## src/verilog/bfx_pkg.sv

```systemverilog
// constants, types and field layouts of the branch/bit/flag execution unit
package bfx_pkg;

	// status flag positions
	localparam logic [2:0] BFX_FLAG_C = 3'h0;
	localparam logic [2:0] BFX_FLAG_Z = 3'h1;
	localparam logic [2:0] BFX_FLAG_N = 3'h2;
	localparam logic [2:0] BFX_FLAG_V = 3'h3;
	localparam logic [2:0] BFX_FLAG_S = 3'h4;
	localparam logic [2:0] BFX_FLAG_H = 3'h5;
	localparam logic [2:0] BFX_FLAG_T = 3'h6;
	localparam logic [2:0] BFX_FLAG_I = 3'h7;

	localparam logic [7:0]  BFX_STATUS_FLAGS_REGISTER_RST = 8'h00;
	localparam logic [15:0] BFX_PC_RST   = 16'h0000;
	localparam logic [7:0]  BFX_BYTE_RST = 8'h00;

	// pc steps
	localparam logic [15:0] BFX_PC_STEP      = 16'h0001;
	localparam logic [15:0] BFX_PC_SKIP_ONE  = 16'h0002;
	localparam logic [15:0] BFX_PC_SKIP_TWO  = 16'h0003;

	// cycle counts
	localparam logic [1:0] BFX_CYC_ONE   = 2'h1;
	localparam logic [1:0] BFX_CYC_TWO   = 2'h2;
	localparam logic [1:0] BFX_CYC_THREE = 2'h3;

	// register bus map
	localparam logic [4:0] BFX_ADDR_STATUS = 5'h00;
	localparam logic [4:0] BFX_ADDR_PC_LO  = 5'h01;
	localparam logic [4:0] BFX_ADDR_PC_HI  = 5'h02;
	localparam logic [1:0] BFX_REGION_GPR  = 2'h1;
	localparam logic [1:0] BFX_REGION_IO   = 2'h2;

	typedef enum logic [5:0] {
		BFX_OP_NOP                   = 6'h00,
		BFX_OP_SKIP_IF_IO_BIT_ONE    = 6'h01,
		BFX_OP_SKIP_IF_IO_BIT_ZERO   = 6'h02,
		BFX_OP_BRANCH_FLAG_S_SET     = 6'h03,
		BFX_OP_BRANCH_FLAG_S_CLEAR   = 6'h04,
		BFX_OP_BRANCH_EQUAL          = 6'h05,
		BFX_OP_BRANCH_NOT_EQUAL      = 6'h06,
		BFX_OP_BRANCH_CARRY_ONE      = 6'h07,
		BFX_OP_BRANCH_CARRY_ZERO     = 6'h08,
		BFX_OP_BRANCH_UNSIGNED_GE    = 6'h09,
		BFX_OP_BRANCH_UNSIGNED_LT    = 6'h0a,
		BFX_OP_BRANCH_NEGATIVE       = 6'h0b,
		BFX_OP_BRANCH_POSITIVE       = 6'h0c,
		BFX_OP_BRANCH_SIGNED_GE      = 6'h0d,
		BFX_OP_BRANCH_SIGNED_LT      = 6'h0e,
		BFX_OP_BRANCH_HALF_CARRY_ONE = 6'h0f,
		BFX_OP_BRANCH_HALF_CARRY_ZERO = 6'h10,
		BFX_OP_BRANCH_T_ONE          = 6'h11,
		BFX_OP_BRANCH_T_ZERO         = 6'h12,
		BFX_OP_BRANCH_OVERFLOW_ONE   = 6'h13,
		BFX_OP_BRANCH_OVERFLOW_ZERO  = 6'h14,
		BFX_OP_BRANCH_IRQ_ENABLED    = 6'h15,
		BFX_OP_BRANCH_IRQ_DISABLED   = 6'h16,
		BFX_OP_IO_BIT_FORCE_ONE      = 6'h17,
		BFX_OP_IO_BIT_FORCE_ZERO     = 6'h18,
		BFX_OP_LOGICAL_RIGHT_SHIFT   = 6'h19,
		BFX_OP_ROTATE_LEFT_CARRY     = 6'h1a,
		BFX_OP_ROTATE_RIGHT_CARRY    = 6'h1b,
		BFX_OP_ARITH_RIGHT_SHIFT     = 6'h1c,
		BFX_OP_NIBBLE_SWAP           = 6'h1d,
		BFX_OP_GENERIC_FLAG_ONE      = 6'h1e,
		BFX_OP_GENERIC_FLAG_ZERO     = 6'h1f,
		BFX_OP_COPY_BIT_TO_T         = 6'h20,
		BFX_OP_COPY_T_TO_BIT         = 6'h21,
		BFX_OP_GLOBAL_IRQ_ON         = 6'h22,
		BFX_OP_GLOBAL_IRQ_OFF        = 6'h23,
		BFX_OP_SIGN_FLAG_ON          = 6'h24,
		BFX_OP_SIGN_FLAG_OFF         = 6'h25,
		BFX_OP_OVERFLOW_FLAG_ON      = 6'h26,
		BFX_OP_OVERFLOW_FLAG_OFF     = 6'h27,
		BFX_OP_HALF_CARRY_ON         = 6'h28,
		BFX_OP_HALF_CARRY_OFF        = 6'h29,
		BFX_OP_ZERO_FLAG_ON          = 6'h2a,
		BFX_OP_ZERO_FLAG_OFF         = 6'h2b,
		BFX_OP_NEGATIVE_FLAG_ON      = 6'h2c,
		BFX_OP_NEGATIVE_FLAG_OFF     = 6'h2d,
		BFX_OP_CARRY_FLAG_ON         = 6'h2e,
		BFX_OP_CARRY_FLAG_OFF        = 6'h2f,
		BFX_OP_T_FLAG_ON             = 6'h30,
		BFX_OP_T_FLAG_OFF            = 6'h31
	} bfx_op_t;

	typedef enum logic [1:0] {
		BFX_ST_IDLE = 2'b01,
		BFX_ST_WAIT = 2'b10
	} bfx_state_t;

	typedef struct packed {
		bfx_op_t    op;
		logic [2:0] reg_idx;
		logic [2:0] bit_sel;
		logic [2:0] flag_sel;
		logic [2:0] io_addr;
		logic [6:0] offset;
		logic       next_two_word;
	} bfx_instr_t;

	typedef struct packed {
		logic [4:0] addr;
		logic [7:0] wdata;
		logic       wr;
		logic       rd;
	} bfx_bus_t;

	typedef struct packed {
		logic       is_br;
		logic       is_signed;
		logic       use_sel;
		logic [2:0] idx;
		logic       pol;
		logic       is_flag;
	} bfx_dec_t;

endpackage

```

## src/verilog/bfx_exec.sv

```systemverilog
// branch, skip, bit, shift and flag execution unit with register port
//
// Local design decisions: the placing of the registers and the strobed register port.
`timescale 1ns/1ns
module bfx_exec import bfx_pkg::*; (
	input  wire logic        mclk,
	input  wire logic        rstn,
	input  wire logic        instr_valid,
	input  wire bfx_instr_t  instr,
	output logic             instr_ready,
	output logic             instr_done,
	output logic [15:0]      pc,
	output logic [7:0]       status_flags,
	input  wire bfx_bus_t    bus,
	output logic [7:0]       bus_rdata
);

	function automatic bfx_dec_t mk_br(logic [2:0] idx, logic pol);
		bfx_dec_t d;
		d = '0;
		d.is_br = 1'b1;
		d.idx = idx;
		d.pol = pol;
		return d;
	endfunction

	function automatic bfx_dec_t mk_flag(logic [2:0] idx, logic val);
		bfx_dec_t d;
		d = '0;
		d.is_flag = 1'b1;
		d.idx = idx;
		d.pol = val;
		return d;
	endfunction

	function automatic bfx_dec_t bfx_decode(bfx_op_t op);
		bfx_dec_t d;
		d = '0;
		case (op)
			BFX_OP_BRANCH_FLAG_S_SET: begin
				d = mk_br(BFX_FLAG_C, 1'b1);
				d.use_sel = 1'b1;
			end
			BFX_OP_BRANCH_FLAG_S_CLEAR: begin
				d = mk_br(BFX_FLAG_C, 1'b0);
				d.use_sel = 1'b1;
			end
			BFX_OP_BRANCH_EQUAL:           d = mk_br(BFX_FLAG_Z, 1'b1);
			BFX_OP_BRANCH_NOT_EQUAL:       d = mk_br(BFX_FLAG_Z, 1'b0);
			BFX_OP_BRANCH_CARRY_ONE:       d = mk_br(BFX_FLAG_C, 1'b1);
			BFX_OP_BRANCH_CARRY_ZERO:      d = mk_br(BFX_FLAG_C, 1'b0);
			BFX_OP_BRANCH_UNSIGNED_GE:     d = mk_br(BFX_FLAG_C, 1'b0);
			BFX_OP_BRANCH_UNSIGNED_LT:     d = mk_br(BFX_FLAG_C, 1'b1);
			BFX_OP_BRANCH_NEGATIVE:        d = mk_br(BFX_FLAG_N, 1'b1);
			BFX_OP_BRANCH_POSITIVE:        d = mk_br(BFX_FLAG_N, 1'b0);
			BFX_OP_BRANCH_SIGNED_GE: begin
				d = mk_br(BFX_FLAG_N, 1'b0);
				d.is_signed = 1'b1;
			end
			BFX_OP_BRANCH_SIGNED_LT: begin
				d = mk_br(BFX_FLAG_N, 1'b1);
				d.is_signed = 1'b1;
			end
			BFX_OP_BRANCH_HALF_CARRY_ONE:  d = mk_br(BFX_FLAG_H, 1'b1);
			BFX_OP_BRANCH_HALF_CARRY_ZERO: d = mk_br(BFX_FLAG_H, 1'b0);
			BFX_OP_BRANCH_T_ONE:           d = mk_br(BFX_FLAG_T, 1'b1);
			BFX_OP_BRANCH_T_ZERO:          d = mk_br(BFX_FLAG_T, 1'b0);
			BFX_OP_BRANCH_OVERFLOW_ONE:    d = mk_br(BFX_FLAG_V, 1'b1);
			BFX_OP_BRANCH_OVERFLOW_ZERO:   d = mk_br(BFX_FLAG_V, 1'b0);
			BFX_OP_BRANCH_IRQ_ENABLED:     d = mk_br(BFX_FLAG_I, 1'b1);
			BFX_OP_BRANCH_IRQ_DISABLED:    d = mk_br(BFX_FLAG_I, 1'b0);
			BFX_OP_GENERIC_FLAG_ONE: begin
				d = mk_flag(BFX_FLAG_C, 1'b1);
				d.use_sel = 1'b1;
			end
			BFX_OP_GENERIC_FLAG_ZERO: begin
				d = mk_flag(BFX_FLAG_C, 1'b0);
				d.use_sel = 1'b1;
			end
			BFX_OP_GLOBAL_IRQ_ON:          d = mk_flag(BFX_FLAG_I, 1'b1);
			BFX_OP_GLOBAL_IRQ_OFF:         d = mk_flag(BFX_FLAG_I, 1'b0);
			BFX_OP_SIGN_FLAG_ON:           d = mk_flag(BFX_FLAG_S, 1'b1);
			BFX_OP_SIGN_FLAG_OFF:          d = mk_flag(BFX_FLAG_S, 1'b0);
			BFX_OP_OVERFLOW_FLAG_ON:       d = mk_flag(BFX_FLAG_V, 1'b1);
			BFX_OP_OVERFLOW_FLAG_OFF:      d = mk_flag(BFX_FLAG_V, 1'b0);
			BFX_OP_HALF_CARRY_ON:          d = mk_flag(BFX_FLAG_H, 1'b1);
			BFX_OP_HALF_CARRY_OFF:         d = mk_flag(BFX_FLAG_H, 1'b0);
			BFX_OP_ZERO_FLAG_ON:           d = mk_flag(BFX_FLAG_Z, 1'b1);
			BFX_OP_ZERO_FLAG_OFF:          d = mk_flag(BFX_FLAG_Z, 1'b0);
			BFX_OP_NEGATIVE_FLAG_ON:       d = mk_flag(BFX_FLAG_N, 1'b1);
			BFX_OP_NEGATIVE_FLAG_OFF:      d = mk_flag(BFX_FLAG_N, 1'b0);
			BFX_OP_CARRY_FLAG_ON:          d = mk_flag(BFX_FLAG_C, 1'b1);
			BFX_OP_CARRY_FLAG_OFF:         d = mk_flag(BFX_FLAG_C, 1'b0);
			BFX_OP_T_FLAG_ON:              d = mk_flag(BFX_FLAG_T, 1'b1);
			BFX_OP_T_FLAG_OFF:             d = mk_flag(BFX_FLAG_T, 1'b0);
			default: d = '0;
		endcase
		return d;
	endfunction

	logic [7:0]  gpr [8];
	logic [7:0]  io_mem [8];
	bfx_state_t  state;
	logic [1:0]  wait_cnt;

	// instruction side decode
	wire         acc = instr_valid && instr_ready;
	bfx_dec_t    dec;
	assign dec = bfx_decode(instr.op);
	wire [2:0]   flag_idx = dec.use_sel ? instr.flag_sel : dec.idx;
	wire [7:0]   src      = gpr[instr.reg_idx];
	wire [7:0]   io_val   = io_mem[instr.io_addr];
	wire         io_bit   = io_val[instr.bit_sel];
	wire         br_cond  = dec.is_signed ? (status_flags[BFX_FLAG_N] ^ status_flags[BFX_FLAG_V])
	                                      : status_flags[flag_idx];
	wire         br_taken = dec.is_br && (br_cond == dec.pol);
	wire [15:0]  br_target = pc + BFX_PC_STEP + {{9{instr.offset[6]}}, instr.offset};
	wire         is_skip_op = (instr.op == BFX_OP_SKIP_IF_IO_BIT_ONE)
	                       || (instr.op == BFX_OP_SKIP_IF_IO_BIT_ZERO);
	wire         skip_cond = ((instr.op == BFX_OP_SKIP_IF_IO_BIT_ONE) && io_bit)
	                      || ((instr.op == BFX_OP_SKIP_IF_IO_BIT_ZERO) && !io_bit);
	wire         io_we = (instr.op == BFX_OP_IO_BIT_FORCE_ONE)
	                  || (instr.op == BFX_OP_IO_BIT_FORCE_ZERO);
	wire         is_shift = (instr.op == BFX_OP_LOGICAL_RIGHT_SHIFT)
	                     || (instr.op == BFX_OP_ROTATE_LEFT_CARRY)
	                     || (instr.op == BFX_OP_ROTATE_RIGHT_CARRY)
	                     || (instr.op == BFX_OP_ARITH_RIGHT_SHIFT);

	// skip distance by next word count
	wire [15:0]  skip_step = instr.next_two_word ? BFX_PC_SKIP_TWO : BFX_PC_SKIP_ONE;
	wire [15:0]  next_pc = br_taken ? br_target
	                     : skip_cond ? pc + skip_step
	                     : pc + BFX_PC_STEP;

	wire [1:0]   cycles = br_taken ? BFX_CYC_TWO
	                    : skip_cond ? (instr.next_two_word ? BFX_CYC_THREE : BFX_CYC_TWO)
	                    : io_we ? BFX_CYC_TWO
	                    : BFX_CYC_ONE;

	logic [7:0]  io_wd;
	always_comb begin
		io_wd = io_val;
		io_wd[instr.bit_sel] = (instr.op == BFX_OP_IO_BIT_FORCE_ONE);
	end

	logic [7:0]  alu_res;
	logic        c_out;
	logic        gpr_we;
	logic [7:0]  next_status_flags_register;
	always_comb begin
		alu_res = src;
		c_out = status_flags[BFX_FLAG_C];
		gpr_we = 1'b0;
		next_status_flags_register = status_flags;
		case (instr.op)
			BFX_OP_LOGICAL_RIGHT_SHIFT: begin
				alu_res = {1'b0, src[7:1]};
				c_out = src[0];
				gpr_we = 1'b1;
			end
			BFX_OP_ROTATE_LEFT_CARRY: begin
				{c_out, alu_res} = {src, status_flags[BFX_FLAG_C]};
				gpr_we = 1'b1;
			end
			BFX_OP_ROTATE_RIGHT_CARRY: begin
				{alu_res, c_out} = {status_flags[BFX_FLAG_C], src};
				gpr_we = 1'b1;
			end
			BFX_OP_ARITH_RIGHT_SHIFT: begin
				alu_res = {src[7], src[7:1]};
				c_out = src[0];
				gpr_we = 1'b1;
			end
			BFX_OP_NIBBLE_SWAP: begin
				alu_res = {src[3:0], src[7:4]};
				gpr_we = 1'b1;
			end
			BFX_OP_COPY_T_TO_BIT: begin
				alu_res[instr.bit_sel] = status_flags[BFX_FLAG_T];
				gpr_we = 1'b1;
			end
			BFX_OP_COPY_BIT_TO_T: begin
				next_status_flags_register[BFX_FLAG_T] = src[instr.bit_sel];
			end
			default: begin
				gpr_we = 1'b0;
			end
		endcase
		if (is_shift) begin
			next_status_flags_register[BFX_FLAG_Z] = (alu_res == BFX_BYTE_RST);
			next_status_flags_register[BFX_FLAG_C] = c_out;
			next_status_flags_register[BFX_FLAG_N] = alu_res[7];
			next_status_flags_register[BFX_FLAG_V] = alu_res[7] ^ c_out;
		end
		if (dec.is_flag) begin
			next_status_flags_register[flag_idx] = dec.pol;
		end
	end

	wire         status_flags_register_we = acc && (is_shift || dec.is_flag
	                       || (instr.op == BFX_OP_COPY_BIT_TO_T));

	// register bus decode
	wire         bus_gpr = (bus.addr[4:3] == BFX_REGION_GPR);
	wire         bus_io  = (bus.addr[4:3] == BFX_REGION_IO);
	wire         bus_wr_status = bus.wr && (bus.addr == BFX_ADDR_STATUS);
	wire         bus_wr_pc_lo  = bus.wr && (bus.addr == BFX_ADDR_PC_LO);
	wire         bus_wr_pc_hi  = bus.wr && (bus.addr == BFX_ADDR_PC_HI);
	logic [7:0]  next_rdata;
	always_comb begin
		if (!bus.rd) begin
			next_rdata = BFX_BYTE_RST;
		end else if (bus.addr == BFX_ADDR_STATUS) begin
			next_rdata = status_flags;
		end else if (bus.addr == BFX_ADDR_PC_LO) begin
			next_rdata = pc[7:0];
		end else if (bus.addr == BFX_ADDR_PC_HI) begin
			next_rdata = pc[15:8];
		end else if (bus_gpr) begin
			next_rdata = gpr[bus.addr[2:0]];
		end else if (bus_io) begin
			next_rdata = io_mem[bus.addr[2:0]];
		end else begin
			next_rdata = BFX_BYTE_RST;
		end
	end

	always_ff @(posedge mclk) begin
		if (!rstn) begin
			bus_rdata <= BFX_BYTE_RST;
		end else begin
			bus_rdata <= next_rdata;
		end
	end

	// instruction write wins over a bus write to the same target
	always_ff @(posedge mclk) begin
		if (!rstn) begin
			status_flags <= BFX_STATUS_FLAGS_REGISTER_RST;
		end else if (status_flags_register_we) begin
			status_flags <= next_status_flags_register;
		end else if (bus_wr_status) begin
			status_flags <= bus.wdata;
		end
	end

	always_ff @(posedge mclk) begin
		if (!rstn) begin
			pc <= BFX_PC_RST;
		end else if (acc) begin
			pc <= next_pc;
		end else if (bus_wr_pc_lo) begin
			pc[7:0] <= bus.wdata;
		end else if (bus_wr_pc_hi) begin
			pc[15:8] <= bus.wdata;
		end
	end

	always_ff @(posedge mclk) begin
		for (int i = 0; i < 8; i++) begin
			if (!rstn) begin
				gpr[i] <= BFX_BYTE_RST;
				io_mem[i] <= BFX_BYTE_RST;
			end else begin
				if (acc && gpr_we && (instr.reg_idx == 3'(i))) begin
					gpr[i] <= alu_res;
				end else if (bus.wr && bus_gpr && (bus.addr[2:0] == 3'(i))) begin
					gpr[i] <= bus.wdata;
				end
				if (acc && io_we && (instr.io_addr == 3'(i))) begin
					io_mem[i] <= io_wd;
				end else if (bus.wr && bus_io && (bus.addr[2:0] == 3'(i))) begin
					io_mem[i] <= bus.wdata;
				end
			end
		end
	end

	// cycle sequencer
	always_ff @(posedge mclk) begin
		if (!rstn) begin
			state <= BFX_ST_IDLE;
			wait_cnt <= 2'h0;
			instr_ready <= 1'b1;
			instr_done <= 1'b0;
		end else begin
			instr_done <= 1'b0;
			case (state)
				BFX_ST_IDLE: begin
					if (acc && (cycles == BFX_CYC_ONE)) begin
						instr_done <= 1'b1;
					end else if (acc) begin
						state <= BFX_ST_WAIT;
						instr_ready <= 1'b0;
						wait_cnt <= cycles - BFX_CYC_TWO;
					end
				end
				BFX_ST_WAIT: begin
					if (wait_cnt == 2'h0) begin
						state <= BFX_ST_IDLE;
						instr_ready <= 1'b1;
						instr_done <= 1'b1;
					end else begin
						wait_cnt <= wait_cnt - 2'h1;
					end
				end
				default: begin
					state <= BFX_ST_IDLE;
					instr_ready <= 1'b1;
				end
			endcase
		end
	end

	property p_skip_one;
		@(posedge mclk) disable iff (!rstn)
		acc && instr.op == BFX_OP_SKIP_IF_IO_BIT_ONE && io_bit && !instr.next_two_word
		|=> pc == $past(pc) + BFX_PC_SKIP_ONE ##1 instr_done && instr_ready;
	endproperty
	a_skip_one: assert property (p_skip_one) else $error("skip on one wrong");

	property p_skip_zero;
		@(posedge mclk) disable iff (!rstn)
		acc && instr.op == BFX_OP_SKIP_IF_IO_BIT_ZERO && io_bit
		|=> pc == $past(pc) + BFX_PC_STEP && instr_done;
	endproperty
	a_skip_zero: assert property (p_skip_zero) else $error("skip on zero wrong");

	property p_skip_three;
		@(posedge mclk) disable iff (!rstn)
		acc && is_skip_op && skip_cond && instr.next_two_word
		|=> !instr_ready [*2] ##1 instr_ready && instr_done;
	endproperty
	a_skip_three: assert property (p_skip_three) else $error("skip timing wrong");

	property p_branch_taken;
		@(posedge mclk) disable iff (!rstn)
		acc && br_taken |=> pc == $past(br_target) && !instr_ready ##1 instr_done;
	endproperty
	a_branch_taken: assert property (p_branch_taken) else $error("taken branch wrong");

	property p_branch_equal;
		@(posedge mclk) disable iff (!rstn)
		acc && instr.op == BFX_OP_BRANCH_EQUAL && !status_flags[BFX_FLAG_Z]
		|=> pc == $past(pc) + BFX_PC_STEP && instr_done;
	endproperty
	a_branch_equal: assert property (p_branch_equal) else $error("equal branch wrong");

	property p_branch_signed;
		@(posedge mclk) disable iff (!rstn)
		acc && instr.op == BFX_OP_BRANCH_SIGNED_LT
		&& (status_flags[BFX_FLAG_N] != status_flags[BFX_FLAG_V])
		|=> pc == $past(br_target);
	endproperty
	a_branch_signed: assert property (p_branch_signed) else $error("signed branch wrong");

	property p_branch_keeps_flags;
		@(posedge mclk) disable iff (!rstn)
		acc && dec.is_br && !bus.wr |=> $stable(status_flags);
	endproperty
	a_branch_keeps_flags: assert property (p_branch_keeps_flags) else $error("flags moved");

	property p_io_force;
		@(posedge mclk) disable iff (!rstn)
		acc && instr.op == BFX_OP_IO_BIT_FORCE_ONE
		|=> io_mem[$past(instr.io_addr)][$past(instr.bit_sel)] && !instr_ready ##1 instr_done;
	endproperty
	a_io_force: assert property (p_io_force) else $error("io force wrong");

	property p_lsr;
		@(posedge mclk) disable iff (!rstn)
		acc && instr.op == BFX_OP_LOGICAL_RIGHT_SHIFT
		|=> gpr[$past(instr.reg_idx)] == ($past(src) >> 1)
		&& status_flags[BFX_FLAG_C] == $past(src[0]) && !status_flags[BFX_FLAG_N];
	endproperty
	a_lsr: assert property (p_lsr) else $error("logical shift wrong");

	property p_rol;
		@(posedge mclk) disable iff (!rstn)
		acc && instr.op == BFX_OP_ROTATE_LEFT_CARRY
		|=> gpr[$past(instr.reg_idx)][0] == $past(status_flags[BFX_FLAG_C])
		&& status_flags[BFX_FLAG_C] == $past(src[7]);
	endproperty
	a_rol: assert property (p_rol) else $error("rotate left wrong");

	property p_swap;
		@(posedge mclk) disable iff (!rstn)
		acc && instr.op == BFX_OP_NIBBLE_SWAP && !bus.wr
		|=> gpr[$past(instr.reg_idx)] == {$past(src[3:0]), $past(src[7:4])}
		&& $stable(status_flags);
	endproperty
	a_swap: assert property (p_swap) else $error("swap wrong");

	property p_irq_on;
		@(posedge mclk) disable iff (!rstn)
		acc && instr.op == BFX_OP_GLOBAL_IRQ_ON
		|=> status_flags == ($past(status_flags) | 8'h80);
	endproperty
	a_irq_on: assert property (p_irq_on) else $error("irq enable wrong");

endmodule

```

## config.mk

```make
export PLATFORM = sky130hd
export DESIGN_NAME = bfx_exec
export DESIGN_NICKNAME = d
export VERILOG_FILES = /design/src/verilog/bfx_pkg.sv /design/src/verilog/bfx_exec.sv
export SDC_FILE = /design/constraint.sdc
export NUM_CORES = 1
export LEC_CHECK = 0
export BUFFER_PORTS_ARGS = -buffer_cell sky130_fd_sc_hd__clkbuf_2
export CAP_MARGIN = 30
export CORE_AREA = 2 2 208 210
export DETAILED_ROUTE_END_ITERATION = 6
export DIE_AREA = 0 0 210 212
export PLACE_DENSITY = 0.5
export SLEW_MARGIN = 40
export SYNTH_ARGS = -nofsm -noshare
export SYNTH_HDL_FRONTEND = slang
export SYNTH_SLANG_ARGS = --single-unit
```

## constraint.sdc

```tcl
create_clock -name mclk -period 4.6 [get_ports mclk]
set_input_delay 0.92 -clock mclk [delete_from_list [all_inputs] [get_ports mclk]]
set_output_delay 0.92 -clock mclk [all_outputs]
set_load 0.1 [all_outputs]
```

After elaboration in Yosys (flattened, before gate mapping)
Memory sizes are Yosys's and may differ from the RTL's.
Index checks and enable logic that the tools add are counted.
{"block": "word_totals", "register_bits": 38, "mem_bits_rw": 128, "mem_bits_ro": 512, "input_bits": 44, "out_inout_bits": 34, "word_cells": 372, "n_memories": 3}
{"block": "classes", "n_addsub": 5, "order_cmp": 4, "eq_ne": 46, "mux": 199, "bitwise": 34, "reduce_logical": 72}
{"memory": "(no name shown)", "words": 64, "word_bits": 8, "read_ports": 1, "rd_clocked_by_memory_dff": 0, "write_ports": 0, "line_no": "bfx_exec.sv:39", "text": "case (op)"}
{"memory": "gpr", "words": 8, "word_bits": 8, "read_ports": 2, "rd_clocked_by_memory_dff": 0, "write_ports": 8, "line_no": "bfx_exec.sv:101", "text": "logic [7:0] gpr [8];"}
{"memory": "io_mem", "words": 8, "word_bits": 8, "read_ports": 2, "rd_clocked_by_memory_dff": 0, "write_ports": 8, "line_no": "bfx_exec.sv:102", "text": "logic [7:0] io_mem [8];"}
{"cell": "$mux W8", "n": 43}
{"cell": "$mux W1", "n": 128}
{"cell": "$mux W16", "n": 3}
{"cell": "$pmux W8 S6", "n": 1}
{"cell": "$logic_and A1 B1 Y1", "n": 47}
{"cell": "$eq A6 B5 Y1 const B", "n": 7}
{"cell": "$eq A3 B3 Y1 const B", "n": 12}
{"cell": "$or A1 B1 Y1", "n": 32}
{"cell": "$bwmux W8", "n": 3}
{"cell": "$eq A3 B2 Y1 const B", "n": 6}
{"cell": "$mux W2", "n": 9}
{"cell": "$add A16 B1 Y16 const B", "n": 1}
{"cell": "$add A16 B16 Y16", "n": 1}
{"cell": "$add A16 B2 Y16", "n": 1}
{"cell": "$eq A6 B6 Y1 const B", "n": 2}
{"cell": "$ne A2 B2 Y1 const B", "n": 6}
{"cell": "$bmux W1 S3", "n": 3}
{"cell": "$eq A3 B1 Y1 const B", "n": 3}
{"cell": "$logic_not A3 Y1", "n": 3}
{"cell": "$logic_not A8 Y1", "n": 1}
{"cell": "$lt A3 B4 Y1 const B", "n": 2}
{"cell": "$pmux W2 S2", "n": 2}
{"cell": "$reduce_bool A2 Y1", "n": 4}
{"cell": "$logic_or A1 B1 Y1", "n": 7}
{"cell": "other kinds (23)", "n": 33}

Depth between registers and ports, before layout
An unclocked memory read counts as a cell.
{"block": "depth", "depth_word": 12, "mapped_depth": 15, "mapped_depth_nobuf": 14}

Least setup slack after synthesis
Ideal clock, no wire load.
{"block": "synth_path", "path_kind": "register to register", "start": "reg pc[2]", "end": "reg pc[15]", "setup_time_ps": 120, "arrival_time_ps": 3960, "t_required_ps": 4480, "slack_ps": 520, "stages_incl_launch_ff": 16, "path_buffers": 1, "synth_period_minus_slack_ps": 4080, "path_cell_list": "dfxtp_1 -> clkbuf_1 -> and3_1 -> and3_1 -> nand3_1 -> nor2_1 -> xor2_1 -> ha_1 -> or3_1 -> or3_1 -> a211oi_1 -> o41ai_1 -> a21oi_1 -> xnor2_1 -> nor3_1 -> a211o_1"}
{"block": "synth_between", "elab_chain_cells": 4, "word_cells_on_any_way": 6, "cone_classes": "3 x add/sub; 3 x mux"}
{"element": "start, declared", "line_no": "bfx_exec.sv:12", "text": "output logic [15:0] pc,"}
{"element": "start signal, assigned", "line_no": "bfx_exec.sv:251", "text": "pc <= next_pc;"}
{"element": "start signal, assigned", "line_no": "bfx_exec.sv:253", "text": "pc[7:0] <= bus.wdata;"}
{"element": "$add A16 B1 Y16 / $add A16 B2 Y16 (equally long branches)", "line_no": "bfx_exec.sv:117, bfx_exec.sv:133, bfx_exec.sv:132"}
{"element": "$add A16 B16 Y16 / $mux W16 (equally long branches)", "line_no": "bfx_exec.sv:117, bfx_exec.sv:132"}
{"element": "$mux W16 *", "line_no": "bfx_exec.sv:131", "text": "wire [15:0] next_pc = br_taken ? br_target"}
{"element": "$mux W16 *", "line_no": "bfx_exec.sv:250", "text": "end else if (acc) begin"}
Every way passes the cells marked *; elsewhere a longest branch is shown, timed or not.
A chain may end at the register's enable or synchronous reset.

Final worst setup path
Ends and elaborated chain as after synthesis.

==> run summary <==
- **Resized cells post-CTS** 0
- **max-slew headroom at the worst pin** 41.77%
- **final standard cell area without fillers** 0.01432 mm^2
- **clock root buffer** sky130_fd_sc_hd__clkbuf_16
- **detailed router's first-iteration violation count** 934
- **grt total ovfl** 0
- **fraction of final layout cells with drive strength greater than 1** 17.99%
- **Max VDD drop** 0.2835 mV
- **WL/cell** 22.70 um
- **status** finished clean
- **GRT Resource Usage Total** 20.36%
- **largest net degree at the start of global routing** 30
- **worst hold path startpoint** state[1]
- **end of the worst register-to-register path** pc[15]
- **Reg2Reg Depth** 14
- **final setup violating endpoints** 0
- **core footprint** 0.04251 mm^2
- **post-route clock skew** 0.01317 ns
- **maximum frequency from static timing analysis** 252.1 MHz
- **Synthesized Nets** 1444
- **depth of the worst hold-timing path** 2
- **Hold Fails Final Rpt** 0
- **synthesized area per cell** 9.196 um^2
- **number of global-route vias before repair** 11220
- **Critical Path Fanout Max** 10
- **Via Count** 11410
- **WP buf/inv** 0
- **number of enable-type register cells in the synthesized netlist** 128
- **warnings from Yosys** 0
- **overall power of the completed layout** 4.353 mW
- **wire length after detailed routing** 45090 um
- **Min Hold Slack** 0.4898 ns
- **shortest clock period the worst path allows after layout** 3.967 ns
- **end point of the worst hold path** state[1]
- **power density over the cells** 303.9 mW/mm^2
- **post-detailed-placement cell area** 0.01372 mm^2
- **final period utilization** 86.25%
- **largest delay contributor family on the critical path** simple AND/OR/NAND/NOR gates
- **Worst-Margin Slew** 0.8515 ns
- **synth-to-layout area growth** 13.77%
- **Crit path arrival time** 4.31 ns
- **post-detailed-route count of antenna-violating nets** 0
- **slowest stage cell on the critical path** sky130_fd_sc_hd__dfxtp_1
- **leakage power total** 5.338 nW
- **cell row count** 76
- **via count normalized by instance count** 5.744
- **Clock Latency Late Sink** 0.45 ns
- **final std cells w/o fill** 1986
- **cts hold-fix bufs** 0
- **Post-CTS Setup Bufs** 0
- **Mapped Cells** 1369
- **ys flop type** sky130_fd_sc_hd__edfxtp_1
- **Setup Slack @ Placement** 0.1951 ns
- **final slew viol count** 0
- **Die Ht** 212 um
- **number of max-capacitance violations reported** 0
- **Distinct cells, synth** 80
- **H-Tree Depth** 4
- **effective utilization at floorplan** 29.62%
- **accumulated negative setup slack** 0 ns
- **final HPWL from detailed placement** 33040 um
- **Port Buffer Count** 77
- **crit-path cells** and3_1 > and3_1 > nand3_1 > nor2_1 > xor2_1 > ha_1 > or3_1 > or3_1 > a211oi_1 > o41ai_1 > a21oi_1 > xnor2_1 > nor3_1 > a211o_1
- **Inserted Diodes** 0
- **wire length of the first global-routing pass** 68410 um
- **Cells after DPL** 1954
- **Final Core Density** 33.70%
- **synthesized area** 0.01259 mm^2
- **unrepaired setup endpoints after global routing** false
- **Die Footprint** 0.04452 mm^2
- **FF-to-FF setup slack** 0.63 ns
- **kind of capture point of the worst setup path** flop
- **#FFs+latches synth** 165
- **top-level port count** 78
- **clock sinks** 165
- **classification of the worst setup path** flop to flop
- **antenna violations before repair** 1
- **routability congestion estimate** 0.8916
- **Critical Path RT** 4.94 ns
- **number of nets in the final layout** 1502
- **asr flop ratio synth** 0%
- **worst flop-to-flop path startpoint** pc[2]
- **register clock-pin slew on the reported worst setup and hold paths** 0.07 ns
- **startpoint types** flop
- **DRC errors left** 0
- **TritonCTS clock tree** built
- **number of iterations in the first detailed-routing pass** 7
- **number of buffers on the longest clock path** 2
- **horizontal die dimension** 210 um
- **smallest setup slack after layout** 0.6326 ns
- **Seq/Total Area, Yosys** 36.41%
- **slowest cell delay on critical path** 0.55 ns
- **class of the most critical hold timing path** flop to flop
- **TritonCTS buffer count** 17
## cells in the final DEF, fill, tap and decap left out, types with 7 or more instances in the layout
cell type                     n
sky130_fd_sc_hd__nor2b_1     26
sky130_fd_sc_hd__nor2_1      82
sky130_fd_sc_hd__nand4_1     15
sky130_fd_sc_hd__dfxtp_1     37
sky130_fd_sc_hd__a211o_1      8
sky130_fd_sc_hd__o21ai_0    159
sky130_fd_sc_hd__xnor2_1     27
sky130_fd_sc_hd__a31oi_1      8
sky130_fd_sc_hd__clkbuf_16   17
sky130_fd_sc_hd__and3_1      13
sky130_fd_sc_hd__nand3_1     52
sky130_fd_sc_hd__mux4_2      58
sky130_fd_sc_hd__mux2i_1     51
sky130_fd_sc_hd__a211oi_1    12
sky130_fd_sc_hd__a22oi_1      7
sky130_fd_sc_hd__clkbuf_2    76
sky130_fd_sc_hd__or3_1        8
sky130_fd_sc_hd__edfxtp_1   128
sky130_fd_sc_hd__mux2_2      12
sky130_fd_sc_hd__inv_1       36
sky130_fd_sc_hd__ha_1        30
sky130_fd_sc_hd__o22ai_1     21
sky130_fd_sc_hd__nor3_1      37
sky130_fd_sc_hd__buf_4       54
sky130_fd_sc_hd__a21o_1      13
sky130_fd_sc_hd__xor2_1      12
sky130_fd_sc_hd__and2_1       9
sky130_fd_sc_hd__nand2b_1    22
sky130_fd_sc_hd__o211ai_1    11
sky130_fd_sc_hd__a221o_1      7
sky130_fd_sc_hd__nand2_1    215
sky130_fd_sc_hd__a21oi_1     42
## area by class of cell
class	count	area, um^2
sequential	165	4584
clock buffer	18	429.2
timing repair buffer	132	810.8
tap	546	683.2
fill	4296	28180
multi-input combinational	1075	7517
clock inverter	14	163.9
inverter	36	135.1
## cells in the mapped netlist, drive strengths merged, types with 4 or more instances
master	number	share of area [%]
o32ai	5	0.35
ha	30	3.0
o21ai	163	6.5
edfxtp	128	31
a221o	7	0.56
mux2	14	1.3
xnor2	27	1.9
a221oi	5	0.35
mux2i	53	4.3
o311a	4	0.32
nand4	15	0.75
o31a	4	0.28
and3	13	0.65
or2	7	0.35
or3	8	0.40
clkbuf	71	2.1
a2111oi	5	0.41
a21o	13	0.78
o22ai	21	1.0
buf	22	0.98
o211ai	11	0.66
mux4	58	10
o31ai	6	0.36
a211o	8	0.56
o21a	4	0.24
nand2	215	6.4
a21oi	45	1.8
xor2	12	0.83
nand3	52	2.1
inv	36	1.1
nand2b	22	1.1
nor3	40	1.6
o41ai	4	0.28
a211oi	13	0.78
nor2	84	2.5
nor3b	4	0.24
a22oi	7	0.42
nor4b	4	0.28
and2	9	0.45
dfxtp	37	5.9
a31oi	10	0.50
nor4	4	0.20
nor2b	26	1.3
## report_power, final
part	switching, mW	internal [mW]	total (mW)	leakage [nW]
Sequential	0.0686	1.67	1.74	1.63
Clock	0.682	0.817	1.50	0.281
Combinational	0.746	0.368	1.11	3.43
Total	1.50	2.86	4.35	5.34
## worst max-delay path by stage
stage | from | to | slack, ns | cells past startpoint
after floorplan | pc[2] | pc[15] | 0.52 | 15
after global placement | instr[21] | pc[5] | 0.27 | 14
after detailed placement | instr[21] | pc[5] | 0.20 | 14
after CTS | instr[21] | pc[5] | 0.66 | 14
after global routing | instr[21] | pc[5] | 0.38 | 14
final | pc[2] | pc[15] | 0.63 | 14
## worst min-delay path, cell delays in order, from the launching register on
cell and delay (ns):
sky130_fd_sc_hd__dfxtp_1 0.32, sky130_fd_sc_hd__inv_1 0.07, sky130_fd_sc_hd__a21oi_1 0.05
## registers in the layout, summed over array words and instances (netlist names)
signal and flops:
bus_rdata 8, gpr 64, instr_done 1, io_mem 64
pc 16, state 2, status_flags 8, wait_cnt 2
## kinds of logic (layout without fill, tap and decap cells)
kind of cell             Yosys count  after routing  synth area share (%)
buffers and inverters            129            200                 4.184
AO/OA/AOI/OAI                    369            369                 18.65
flip-flops                       165            165                 36.41
XOR/XNOR                          39             39                 2.713
multiplexers                     125            125                 16.03
AND/OR/NAND/NOR                  511            511                 18.86
adder cells (fa/ha/maj)           31             31                 3.141
## layer usage
layer,GRT usage (%),up-vias,wire (um)
met4,9.709,2,1822
li1,-,5270,-
met5,0,-,12
met1,25.55,5545,18730
met3,2.984,96,2869
met2,34.55,494,21650
Note: power is estimated with default switching activity, not from simulation.
